$ cat src/rtl/tocd_pkg.sv
package tocd_pkg;

  // ----------------------------------------
  // timing
  // ----------------------------------------
  localparam int CLK_HZ = 20_000_000;
  // measuring window for the divided link clock monitor, in microseconds
  localparam int WIN_US = 50;
  localparam int WIN_CYCLES = WIN_US * (CLK_HZ / 1_000_000);
  // thresholds of the divided monitor clock, in kHz
  localparam int OPEN_FREQ_KHZ = 100;
  localparam int RAISE_FREQ_KHZ = 200;
  localparam int OPEN_EDGES = (OPEN_FREQ_KHZ * WIN_US) / 1000;
  localparam int RAISE_EDGES = (RAISE_FREQ_KHZ * WIN_US + 999) / 1000;
  localparam int CNT_W = 16;
  // sync stages plus one before the one-shot strap capture
  localparam logic [1:0] STRAP_SETTLE = 2'h3;

  // ----------------------------------------
  // enumerations
  // ----------------------------------------
  typedef enum logic [1:0] {LVL_0, LVL_R, LVL_F, LVL_1} tocd_lvl_e;
  typedef enum logic [2:0] {TERM_NONE, TERM_P300, TERM_P100, TERM_V150, TERM_V50} tocd_term_e;

  localparam logic [1:0] IMP_NONE = 2'h0;
  localparam logic [1:0] IMP_P300 = 2'h1;
  localparam logic [1:0] IMP_AUTO = 2'h2;
  localparam logic [1:0] IMP_P100 = 2'h3;

  localparam logic [1:0] EMPH_PRE35 = 2'h0;
  localparam logic [1:0] EMPH_DE25 = 2'h1;
  localparam logic [1:0] EMPH_0DB = 2'h2;
  localparam logic [1:0] EMPH_PRE60 = 2'h3;

  localparam logic [3:0] SWG_MINUS5 = 4'h7;
  localparam logic [3:0] SWG_DEFAULT = 4'h8;
  localparam logic [3:0] SWG_PLUS5 = 4'h9;
  localparam logic [2:0] LIN_MAX = 3'h7;
  localparam logic [2:0] EDGE_NONE = 3'h0;
  localparam logic [2:0] EDGE_CLK_MAX = 3'h3;
  localparam logic [2:0] EDGE_LOW_MIN = 3'h2;
  localparam logic [2:0] EDGE_LOW_MAX = 3'h5;
  localparam logic [2:0] EDGE_HIGH_MIN = 3'h3;
  localparam logic [2:0] EDGE_HIGH_MAX = 3'h6;

  // ----------------------------------------
  // register map (byte addresses)
  // ----------------------------------------
  localparam int ADDR_W = 8;
  localparam logic [7:0] OFS_TERM = 8'h00;
  localparam logic [7:0] OFS_EDGE = 8'h04;
  localparam logic [7:0] OFS_EMPH = 8'h08;
  localparam logic [7:0] OFS_SWING = 8'h0C;
  localparam logic [7:0] OFS_LIN = 8'h10;
  localparam logic [7:0] OFS_STATUS = 8'h14;

  // term: [0] coupling select, [2:1] impedance select, [3] legacy auto
  localparam int TERM_CPL_BIT = 0;
  localparam int TERM_IMP_LSB = 1;
  localparam int TERM_AUTO_BIT = 3;
  // edge: [2:0] clock lane, [6:4] low rate, [10:8] high rate
  localparam int EDGE_CLK_LSB = 0;
  localparam int EDGE_LOW_LSB = 4;
  localparam int EDGE_HIGH_LSB = 8;
  // swing: legacy lanes [15:0], gen2 lanes [31:16], nibble per lane (clk,d0,d1,d2)
  localparam int SWG_GEN2_LSB = 16;

  localparam logic [31:0] TERM_RST = 32'h0000_0004;
  localparam logic [31:0] EDGE_RST = 32'h0000_0000;
  localparam logic [31:0] EMPH_RST = 32'h0000_0002;
  localparam logic [31:0] SWING_RST = 32'h8888_8888;
  localparam logic [31:0] LIN_RST = 32'h0000_0007;

endpackage : tocd_pkg

$ cat src/rtl/tocd_sync.sv
`timescale 1ns/1ps
`default_nettype none
module tocd_sync #(
  parameter int W = 1
) (
  input wire logic ref_clk,
  input wire logic srst,
  input wire logic [W-1:0] din,
  output logic [W-1:0] dout
);
  logic [W-1:0] meta;

  always_ff @(posedge ref_clk) begin
    if (srst) begin
      meta <= '0;
      dout <= '0;
    end else begin
      meta <= din;
      dout <= meta;
    end
  end
endmodule : tocd_sync
`default_nettype wire

$ cat src/rtl/tocd_freq_mon.sv
`timescale 1ns/1ps
`default_nettype none
module tocd_freq_mon (
  input wire logic ref_clk,
  input wire logic srst,
  input wire logic mon,
  output logic term_on,
  output logic [tocd_pkg::CNT_W-1:0] last_edges
);
  import tocd_pkg::*;

  localparam logic [CNT_W-1:0] WIN_LAST = CNT_W'(WIN_CYCLES - 1);
  localparam logic [CNT_W-1:0] OPEN_CNT = CNT_W'(OPEN_EDGES);
  localparam logic [CNT_W-1:0] RAISE_CNT = CNT_W'(RAISE_EDGES);

  logic mon_d;
  logic [CNT_W-1:0] win_cnt;
  logic [CNT_W-1:0] edge_cnt;
  logic rise;
  logic win_end;

  assign rise = mon & ~mon_d;
  assign win_end = (win_cnt == WIN_LAST);

  always_ff @(posedge ref_clk) begin
    if (srst) begin
      mon_d <= 1'b0;
      win_cnt <= '0;
      edge_cnt <= '0;
      last_edges <= '0;
    end else begin
      mon_d <= mon;
      win_cnt <= win_end ? '0 : win_cnt + 1'b1;
      if (win_end) begin
        edge_cnt <= '0;
        last_edges <= edge_cnt + CNT_W'(rise);
      end else if (rise) begin
        edge_cnt <= edge_cnt + 1'b1;
      end
    end
  end

  // hysteresis: between the thresholds the previous choice holds
  always_ff @(posedge ref_clk) begin
    if (srst) begin
      term_on <= 1'b0;
    end else if (win_end) begin
      if (edge_cnt + CNT_W'(rise) > RAISE_CNT) begin
        term_on <= 1'b1;
      end else if (edge_cnt + CNT_W'(rise) < OPEN_CNT) begin
        term_on <= 1'b0;
      end
    end
  end
endmodule : tocd_freq_mon
`default_nettype wire

$ cat src/rtl/tocd_top.sv
// Functional notes
// pin-strap termination follows bias and generation: 300/none, 100, 150, 50 ohm.
// legacy external bias: strap high forces 300 ohm, low selects by frequency.
// automatic legacy: open below low threshold, 300 ohm above high threshold.
// register mode dc: select 00 none, 01 300, 11 100, 10 automatic.
// auto dc: gen2 100 ohm; legacy 300 if auto field set, else by frequency.
// register mode ac: 00/01 150, 11 50, 10 legacy 150 else 50.
// edge rate from registers only in register mode and limited mode.
// software programs only supported edge-rate codes per lane and generation.
// emphasis on data lanes only, honoured only in limited mode.
// pin-strap emphasis: 0 3.5dB, R -2.5dB, F 0dB, 1 6.0dB.
// register mode swing set per lane, clock and data alike.
// register mode uses legacy swing field in legacy, gen2 field in gen2.
// pin-strap limited trims 1000 mV; gen2 clock lane stays default.
// swing strap: R minus 5%, 0/F default, 1 plus 5% in gen2 only.
// pin-strap linear fixes linearity at maximum; register mode uses a field.
// bias choice from coupling strap or coupling register field.
// first strap sampled continuously; coupling strap captured once.
// generation and limited/linear inputs re-drive outputs whenever they change.
`timescale 1ns/1ps
`default_nettype none
module tocd_top (
  input wire logic ref_clk,
  input wire logic srst,
  input wire logic [tocd_pkg::ADDR_W-1:0] avs_address,
  input wire logic avs_read,
  input wire logic avs_write,
  input wire logic [3:0] avs_byteenable,
  input wire logic [31:0] avs_writedata,
  output logic [31:0] avs_readdata,
  output logic avs_waitrequest,
  input wire logic register_mode,
  input wire logic gen2_mode,
  input wire logic linear_mode,
  input wire logic first_config_strap,
  input wire logic coupling_strap_pin,
  input wire logic [1:0] emphasis_strap_pin,
  input wire logic [1:0] swing_strap_pin,
  input wire logic link_clk_mon,
  output tocd_pkg::tocd_term_e term_sel,
  output logic edge_ctl_en,
  output logic [2:0] edge_clk,
  output logic [2:0] edge_data,
  output logic emph_en,
  output logic [1:0] emph_data,
  output logic [3:0] swing_clk,
  output logic [3:0] swing_data0,
  output logic [3:0] swing_data1,
  output logic [3:0] swing_data2,
  output logic [2:0] lin_range
);
  import tocd_pkg::*;

  // ----------------------------------------
  // strap inputs
  // ----------------------------------------
  logic cfg0_s;
  logic cpl_s;
  logic [1:0] emph_s;
  logic [1:0] swg_s;
  logic mon_s;
  logic [1:0] settle;
  logic strap_done;
  logic strap_cpl;
  tocd_lvl_e strap_emph;
  tocd_lvl_e strap_swg;
  logic auto_on;

  tocd_sync #(.W(7)) u_sync (
    .ref_clk(ref_clk),
    .srst(srst),
    .din({first_config_strap, coupling_strap_pin, emphasis_strap_pin, swing_strap_pin, link_clk_mon}),
    .dout({cfg0_s, cpl_s, emph_s, swg_s, mon_s})
  );

  tocd_freq_mon u_freq (
    .ref_clk(ref_clk),
    .srst(srst),
    .mon(mon_s),
    .term_on(auto_on),
    .last_edges()
  );

  // one-shot capture once the synchronisers hold real pin levels
  always_ff @(posedge ref_clk) begin
    if (srst) begin
      settle <= '0;
      strap_done <= 1'b0;
      strap_cpl <= 1'b0;
      strap_emph <= LVL_F;
      strap_swg <= LVL_0;
    end else if (!strap_done) begin
      settle <= settle + 1'b1;
      if (settle == STRAP_SETTLE) begin
        strap_done <= 1'b1;
        strap_cpl <= cpl_s;
        strap_emph <= tocd_lvl_e'(emph_s);
        strap_swg <= tocd_lvl_e'(swg_s);
      end
    end
  end

  // ----------------------------------------
  // register file
  // ----------------------------------------
  logic [31:0] reg_term;
  logic [31:0] reg_edge;
  logic [31:0] reg_emph;
  logic [31:0] reg_swing;
  logic [31:0] reg_lin;
  logic [31:0] bmask;
  logic wr_go;
  logic [31:0] next_rdata;
  logic edge_bad;

  assign bmask = {{8{avs_byteenable[3]}}, {8{avs_byteenable[2]}}, {8{avs_byteenable[1]}}, {8{avs_byteenable[0]}}};
  assign wr_go = avs_write & ~avs_waitrequest;

  // one wait state: the access completes at the second edge
  always_ff @(posedge ref_clk) begin
    if (srst) begin
      avs_waitrequest <= 1'b1;
    end else if (!avs_waitrequest) begin
      avs_waitrequest <= 1'b1;
    end else if (avs_read || avs_write) begin
      avs_waitrequest <= 1'b0;
    end
  end

  always_ff @(posedge ref_clk) begin
    if (srst) begin
      reg_term <= TERM_RST;
      reg_edge <= EDGE_RST;
      reg_emph <= EMPH_RST;
      reg_swing <= SWING_RST;
      reg_lin <= LIN_RST;
    end else if (wr_go) begin
      unique case (avs_address)
        OFS_TERM: reg_term <= ((reg_term & ~bmask) | (avs_writedata & bmask)) & 32'h0000_000F;
        OFS_EDGE: reg_edge <= ((reg_edge & ~bmask) | (avs_writedata & bmask)) & 32'h0000_0777;
        OFS_EMPH: reg_emph <= ((reg_emph & ~bmask) | (avs_writedata & bmask)) & 32'h0000_0003;
        OFS_SWING: reg_swing <= (reg_swing & ~bmask) | (avs_writedata & bmask);
        OFS_LIN: reg_lin <= ((reg_lin & ~bmask) | (avs_writedata & bmask)) & 32'h0000_0007;
        default: ;
      endcase
    end
  end

  // unsupported codes only flagged; software is expected to avoid them
  always_comb begin
    edge_bad = reg_edge[EDGE_CLK_LSB +: 3] > EDGE_CLK_MAX;
    if (gen2_mode) begin
      edge_bad = edge_bad | (reg_edge[EDGE_HIGH_LSB +: 3] < EDGE_HIGH_MIN) | (reg_edge[EDGE_HIGH_LSB +: 3] > EDGE_HIGH_MAX);
    end else begin
      edge_bad = edge_bad | (reg_edge[EDGE_LOW_LSB +: 3] < EDGE_LOW_MIN) | (reg_edge[EDGE_LOW_LSB +: 3] > EDGE_LOW_MAX);
    end
  end

  always_comb begin
    unique case (avs_address)
      OFS_TERM: next_rdata = reg_term;
      OFS_EDGE: next_rdata = reg_edge;
      OFS_EMPH: next_rdata = reg_emph;
      OFS_SWING: next_rdata = reg_swing;
      OFS_LIN: next_rdata = reg_lin;
      OFS_STATUS: next_rdata = {22'h00_0000, edge_bad, auto_on, strap_done, strap_cpl, cfg0_s, term_sel, 2'h0};
      default: next_rdata = 32'h0000_0000;
    endcase
  end

  always_ff @(posedge ref_clk) begin
    if (srst) begin
      avs_readdata <= '0;
    end else if (avs_read && avs_waitrequest) begin
      avs_readdata <= next_rdata;
    end
  end

  // ----------------------------------------
  // decode
  // ----------------------------------------
  logic ac_sel;
  logic [1:0] imp;
  tocd_term_e next_term;
  logic [1:0] next_emph;
  logic [3:0] trim;
  logic [15:0] lanes;

  assign ac_sel = register_mode ? reg_term[TERM_CPL_BIT] : strap_cpl;
  assign imp = reg_term[TERM_IMP_LSB +: 2];

  always_comb begin
    next_term = TERM_NONE;
    if (!register_mode) begin
      if (ac_sel) begin
        next_term = gen2_mode ? TERM_V50 : TERM_V150;
      end else if (gen2_mode) begin
        next_term = TERM_P100;
      end else if (cfg0_s || auto_on) begin
        next_term = TERM_P300;
      end
    end else if (!ac_sel) begin
      unique case (imp)
        IMP_NONE: next_term = TERM_NONE;
        IMP_P300: next_term = TERM_P300;
        IMP_P100: next_term = TERM_P100;
        IMP_AUTO: begin
          if (gen2_mode) begin
            next_term = TERM_P100;
          end else if (reg_term[TERM_AUTO_BIT] || auto_on) begin
            next_term = TERM_P300;
          end
        end
      endcase
    end else begin
      unique case (imp)
        IMP_NONE, IMP_P300: next_term = TERM_V150;
        IMP_P100: next_term = TERM_V50;
        IMP_AUTO: next_term = gen2_mode ? TERM_V50 : TERM_V150;
      endcase
    end
  end

  always_comb begin
    unique case (strap_emph)
      LVL_0: next_emph = EMPH_PRE35;
      LVL_R: next_emph = EMPH_DE25;
      LVL_F: next_emph = EMPH_0DB;
      LVL_1: next_emph = EMPH_PRE60;
    endcase
    unique case (strap_swg)
      LVL_R: trim = SWG_MINUS5;
      LVL_0, LVL_F: trim = SWG_DEFAULT;
      LVL_1: trim = gen2_mode ? SWG_PLUS5 : SWG_DEFAULT;
    endcase
  end

  assign lanes = gen2_mode ? reg_swing[SWG_GEN2_LSB +: 16] : reg_swing[15:0];

  // outputs re-evaluated every cycle, so mode inputs take effect at the next edge
  always_ff @(posedge ref_clk) begin
    if (srst) begin
      term_sel <= TERM_NONE;
    end else begin
      term_sel <= next_term;
    end
  end

  always_ff @(posedge ref_clk) begin
    if (srst) begin
      edge_ctl_en <= 1'b0;
      edge_clk <= EDGE_NONE;
      edge_data <= EDGE_NONE;
    end else if (register_mode && !linear_mode) begin
      edge_ctl_en <= 1'b1;
      edge_clk <= reg_edge[EDGE_CLK_LSB +: 3];
      edge_data <= gen2_mode ? reg_edge[EDGE_HIGH_LSB +: 3] : reg_edge[EDGE_LOW_LSB +: 3];
    end else begin
      edge_ctl_en <= 1'b0;
      edge_clk <= EDGE_NONE;
      edge_data <= EDGE_NONE;
    end
  end

  // no clock-lane emphasis port exists at all
  always_ff @(posedge ref_clk) begin
    if (srst) begin
      emph_en <= 1'b0;
      emph_data <= EMPH_0DB;
    end else begin
      emph_en <= ~linear_mode;
      emph_data <= linear_mode ? EMPH_0DB : (register_mode ? reg_emph[1:0] : next_emph);
    end
  end

  always_ff @(posedge ref_clk) begin
    if (srst) begin
      swing_clk <= SWG_DEFAULT;
      swing_data0 <= SWG_DEFAULT;
      swing_data1 <= SWG_DEFAULT;
      swing_data2 <= SWG_DEFAULT;
      lin_range <= LIN_MAX;
    end else if (register_mode) begin
      swing_clk <= lanes[3:0];
      swing_data0 <= lanes[7:4];
      swing_data1 <= lanes[11:8];
      swing_data2 <= lanes[15:12];
      lin_range <= reg_lin[2:0];
    end else if (linear_mode) begin
      swing_clk <= SWG_DEFAULT;
      swing_data0 <= SWG_DEFAULT;
      swing_data1 <= SWG_DEFAULT;
      swing_data2 <= SWG_DEFAULT;
      lin_range <= LIN_MAX;
    end else begin
      swing_clk <= gen2_mode ? SWG_DEFAULT : trim;
      swing_data0 <= trim;
      swing_data1 <= trim;
      swing_data2 <= trim;
      lin_range <= LIN_MAX;
    end
  end

  // ----------------------------------------
  // assertions
  // ----------------------------------------
  pin_ac_term_a: assert property (@(posedge ref_clk) disable iff (srst)
    !register_mode && strap_cpl && gen2_mode |=> term_sel == TERM_V50)
    else $error("pin-strap ac gen2 termination not 50 ohm");
  strap_force_a: assert property (@(posedge ref_clk) disable iff (srst)
    !register_mode && !strap_cpl && !gen2_mode && cfg0_s |=> term_sel == TERM_P300)
    else $error("high strap did not force 300 ohm");
  auto_open_a: assert property (@(posedge ref_clk) disable iff (srst)
    !register_mode && !strap_cpl && !gen2_mode && !cfg0_s && !auto_on |=> term_sel == TERM_NONE)
    else $error("low link clock left termination on");
  imp_none_a: assert property (@(posedge ref_clk) disable iff (srst)
    register_mode && !reg_term[TERM_CPL_BIT] && imp == IMP_NONE |=> term_sel == TERM_NONE)
    else $error("impedance select 00 not open");
  auto_gen2_a: assert property (@(posedge ref_clk) disable iff (srst)
    register_mode && !reg_term[TERM_CPL_BIT] && imp == IMP_AUTO && gen2_mode |=> term_sel == TERM_P100)
    else $error("automatic gen2 not 100 ohm");
  ac_auto_a: assert property (@(posedge ref_clk) disable iff (srst)
    register_mode && reg_term[TERM_CPL_BIT] && imp == IMP_AUTO && !gen2_mode |=> term_sel == TERM_V150)
    else $error("ac automatic legacy not 150 ohm");
  edge_gate_a: assert property (@(posedge ref_clk) disable iff (srst)
    !register_mode || linear_mode |=> !edge_ctl_en && edge_clk == EDGE_NONE && edge_data == EDGE_NONE)
    else $error("edge rate active outside register limited mode");
  emph_linear_a: assert property (@(posedge ref_clk) disable iff (srst)
    linear_mode |=> !emph_en && emph_data == EMPH_0DB)
    else $error("emphasis applied in linear mode");
  emph_strap_a: assert property (@(posedge ref_clk) disable iff (srst)
    !register_mode && !linear_mode && strap_emph == LVL_1 |=> emph_data == EMPH_PRE60)
    else $error("strap level 1 not 6 dB");
  swing_lane_a: assert property (@(posedge ref_clk) disable iff (srst)
    register_mode && gen2_mode |=> swing_data2 == $past(reg_swing[31:28]))
    else $error("gen2 swing field not used");
  clk_default_a: assert property (@(posedge ref_clk) disable iff (srst)
    !register_mode && !linear_mode && gen2_mode && strap_swg == LVL_1 |=> swing_clk == SWG_DEFAULT && swing_data0 == SWG_PLUS5)
    else $error("gen2 strap swing wrong on clock or data");
  linear_fix_a: assert property (@(posedge ref_clk) disable iff (srst)
    !register_mode && linear_mode |=> lin_range == LIN_MAX && swing_data1 == SWG_DEFAULT)
    else $error("pin-strap linear range not fixed");
  strap_hold_a: assert property (@(posedge ref_clk) disable iff (srst)
    strap_done |=> $stable(strap_cpl) && $stable(strap_emph))
    else $error("captured strap changed");
  bus_answer_a: assert property (@(posedge ref_clk) disable iff (srst)
    (avs_read || avs_write) && avs_waitrequest |=> !avs_waitrequest ##1 avs_waitrequest)
    else $error("bus answer not one wait state");
endmodule : tocd_top
`default_nettype wire

$ cat config.mk
export PLATFORM = sky130hd
export DESIGN_NAME = tocd_top
export DESIGN_NICKNAME = d
export VERILOG_FILES = /design/src/rtl/tocd_pkg.sv /design/src/rtl/tocd_sync.sv /design/src/rtl/tocd_freq_mon.sv /design/src/rtl/tocd_top.sv
export SDC_FILE = /design/constraint.sdc
export NUM_CORES = 1
export LEC_CHECK = 0
export BUFFER_PORTS_ARGS = -buffer_cell sky130_fd_sc_hd__buf_2
export CAP_MARGIN = 20
export CORE_ASPECT_RATIO = 0.7
export CORE_MARGIN = 2
export CORE_UTILIZATION = 50
export DETAILED_ROUTE_END_ITERATION = 16
export PLACE_DENSITY = 0.7
export RECOVER_POWER = 50
export REMOVE_ABC_BUFFERS = 1
export SLEW_MARGIN = 30
export SYNTH_ARGS = -nofsm -noshare
export SYNTH_HDL_FRONTEND = slang
export SYNTH_HIERARCHICAL = 1
export SYNTH_SLANG_ARGS = --single-unit
$ cat constraint.sdc
create_clock -name ref_clk -period 5.9 [get_ports ref_clk]
set_input_delay 1.18 -clock ref_clk [delete_from_list [all_inputs] [get_ports ref_clk]]
set_output_delay 1.18 -clock ref_clk [all_outputs]
set_load 0.02 [all_outputs]
==> flow_metrics.tcl <==
set metrics [dict create \
    status "finished with violations" \
    violations "max-capacitance violations, max-slew violations" \
    grt_max_degree 64 \
    hpwl_mm 12.7 \
    vias 5930 \
    wl_per_cell_um 17.2 \
    critPathSlowestCell "clkbuf_1" \
    fin_ws_ns 2.20 \
    crit_type "input port to register" \
    crit_path_end_kind "register" \
    leakage_uw 0.00314 \
    vdd_ir_drop_max_v 0.000182 \
    hold_buffers 0 \
    min_period_over_period_pct 62.6 \
    cts_root_buffer "clkbuf_16" \
    routed_wl_mm 18.3 \
    grt_pass1_vias 5612 \
    fillers 1255 \
    fmax_mhz 271 \
    crit_fanout 63 \
    r2r_end "u_freq/win_cnt[7]" \
    syn_inst 772 \
    p_per_area_nw_per_um2 294 \
    clk_pin_slew_worst_paths_ns 0.06 \
    worstHoldPathType "register to register" \
    fin_skew_ns 0.00913 \
    fp.dieW_um 149 \
    hold_viol 0 \
    slew_headroom_pct -86.4 \
    drtIter0Drc 405 \
    drc_errors 0 \
    cp-endpoint "avs_readdata[15]" \
    required_ns 6.08 \
    cts_buffer_depth 2 \
    maxSlewViolCount 134 \
    crit_chain "buf_4 -> clkbuf_1 -> nor2_1" \
    viasPerCell 5.59 \
    holdWs_ns 0.446 \
    place_congestion 0.841 \
    rsz0062_at_grt "no" \
    rows 36 \
    io_buffers 122 \
    htreeDepth 4 \
    period_needed_ns 3.70 \
    cp-start-kind "input port" \
    final-setup-viol-count 0 \
    grt_pass1_wl_mm 28.8 \
    clkSinkCount 171 \
    final_util_pct 59.9 \
    cts_setup_buffers 0 \
    cts_resized 0 \
    core_region_area_um2 14100 \
    r2r_start "u_freq/win_cnt[13]" \
    syn_area_um2 7320 \
    ios 123 \
    ant_nets 0 \
    layout_common_cells "dfxtp_1 (171), nor2_1 (125), mux2i_1 (68), clkbuf_1 (68), buf_2 (57)" \
    cts-buffers-inserted 17 \
    setup-tns-final_ns 0 \
    area_delta_synth_final_pct 15.4 \
    initial_core_util_pct 51.9 \
    startpoint "srst" \
    antenna_found_initial 0 \
    rrSetupSlack_ns 2.65 \
    avgSynthCellArea_um2 9.48 \
    multi_input_area_um2 3580 \
    mostFrequentLayoutCell "dfxtp_1" \
    die_y_um 105 \
    grt_remaining_overflow 0 \
    nNetsFinal 920 \
    regArea_um2 3420 \
    reg2reg_depth 4 \
    worstMarginPinSlew_ns 2.80 \
    dp_slack_ns 2.62 \
    yosys_warnings 6 \
    dieArea_um2 15600 \
    drt_first_pass_iters 6 \
    arrival_ns 3.88 \
    cts_tree "built" \
    slowest_delay_ns 2.04 \
    cap_violations 3 \
    drive_gt1_share_pct 15.2 \
    track_usage_pct 23.4 \
    insertion_delay_ns 0.43 \
]
-- through the flow --
step           power (uW)  std cells  area, um2
2_1_floorplan        1260        712       7040
3_3_place_gp         1330       1027       7920
3_5_place_dp         1330       1027       7920
4_1_cts              2490       1059       8550
5_1_grt              2550       1059       8440
6_report             2480       1060       8440
-- area by class of cell --
type,instances,share of cell area (%)
diodes,1,0.0296
clock buffers,23,5.78
clock inverters,9,1.62
inverters,7,0.311
multi-input cells,534,42.4
flip-flops and latches,171,40.6
well taps,190,2.82
repair buffers,125,6.49
-- per-layer routing --
metal / global-route usage (%) / up-vias / part of all wire, %
li1: - / 2862 / -
met1: 33.4 / 2854 / 49
met2: 34.9 / 184 / 43
met3: 5.54 / 30 / 6.0
met4: 7.41 / 0 / 2.2
met5: 0 / - / 0
-- worst min path at each step --
stage / depth (start not counted) / slack (ns) / endpoint / from
after floorplan: 1 / 0.41 / u_sync/dout[4] / u_sync/meta[4]
after global placement: 1 / 0.41 / u_sync/dout[4] / u_sync/meta[4]
after detailed placement: 1 / 0.43 / u_sync/dout[3] / u_sync/meta[3]
after CTS: 1 / 0.45 / u_sync/dout[3] / u_sync/meta[3]
after global routing: 1 / 0.46 / u_sync/dout[0] / u_sync/meta[0]
final: 1 / 0.45 / u_sync/dout[3] / u_sync/meta[3]
-- report_power, final --
group          switching [uW]  total, uW  leakage, uW  internal, uW
logic                    84.0        128      0.00146          43.9
registers                9.75       1180      0.00138          1170
clock network             458       1170     0.000300           713
total                     552       2480      0.00314          1930
-- worst max-delay path: cells and delay by family --
kind / cells / cell delay, ns
buffers and inverters: 2 / 2.46
AND/OR/NAND/NOR: 1 / 0.21
Note: power is estimated with default switching activity, not from simulation.
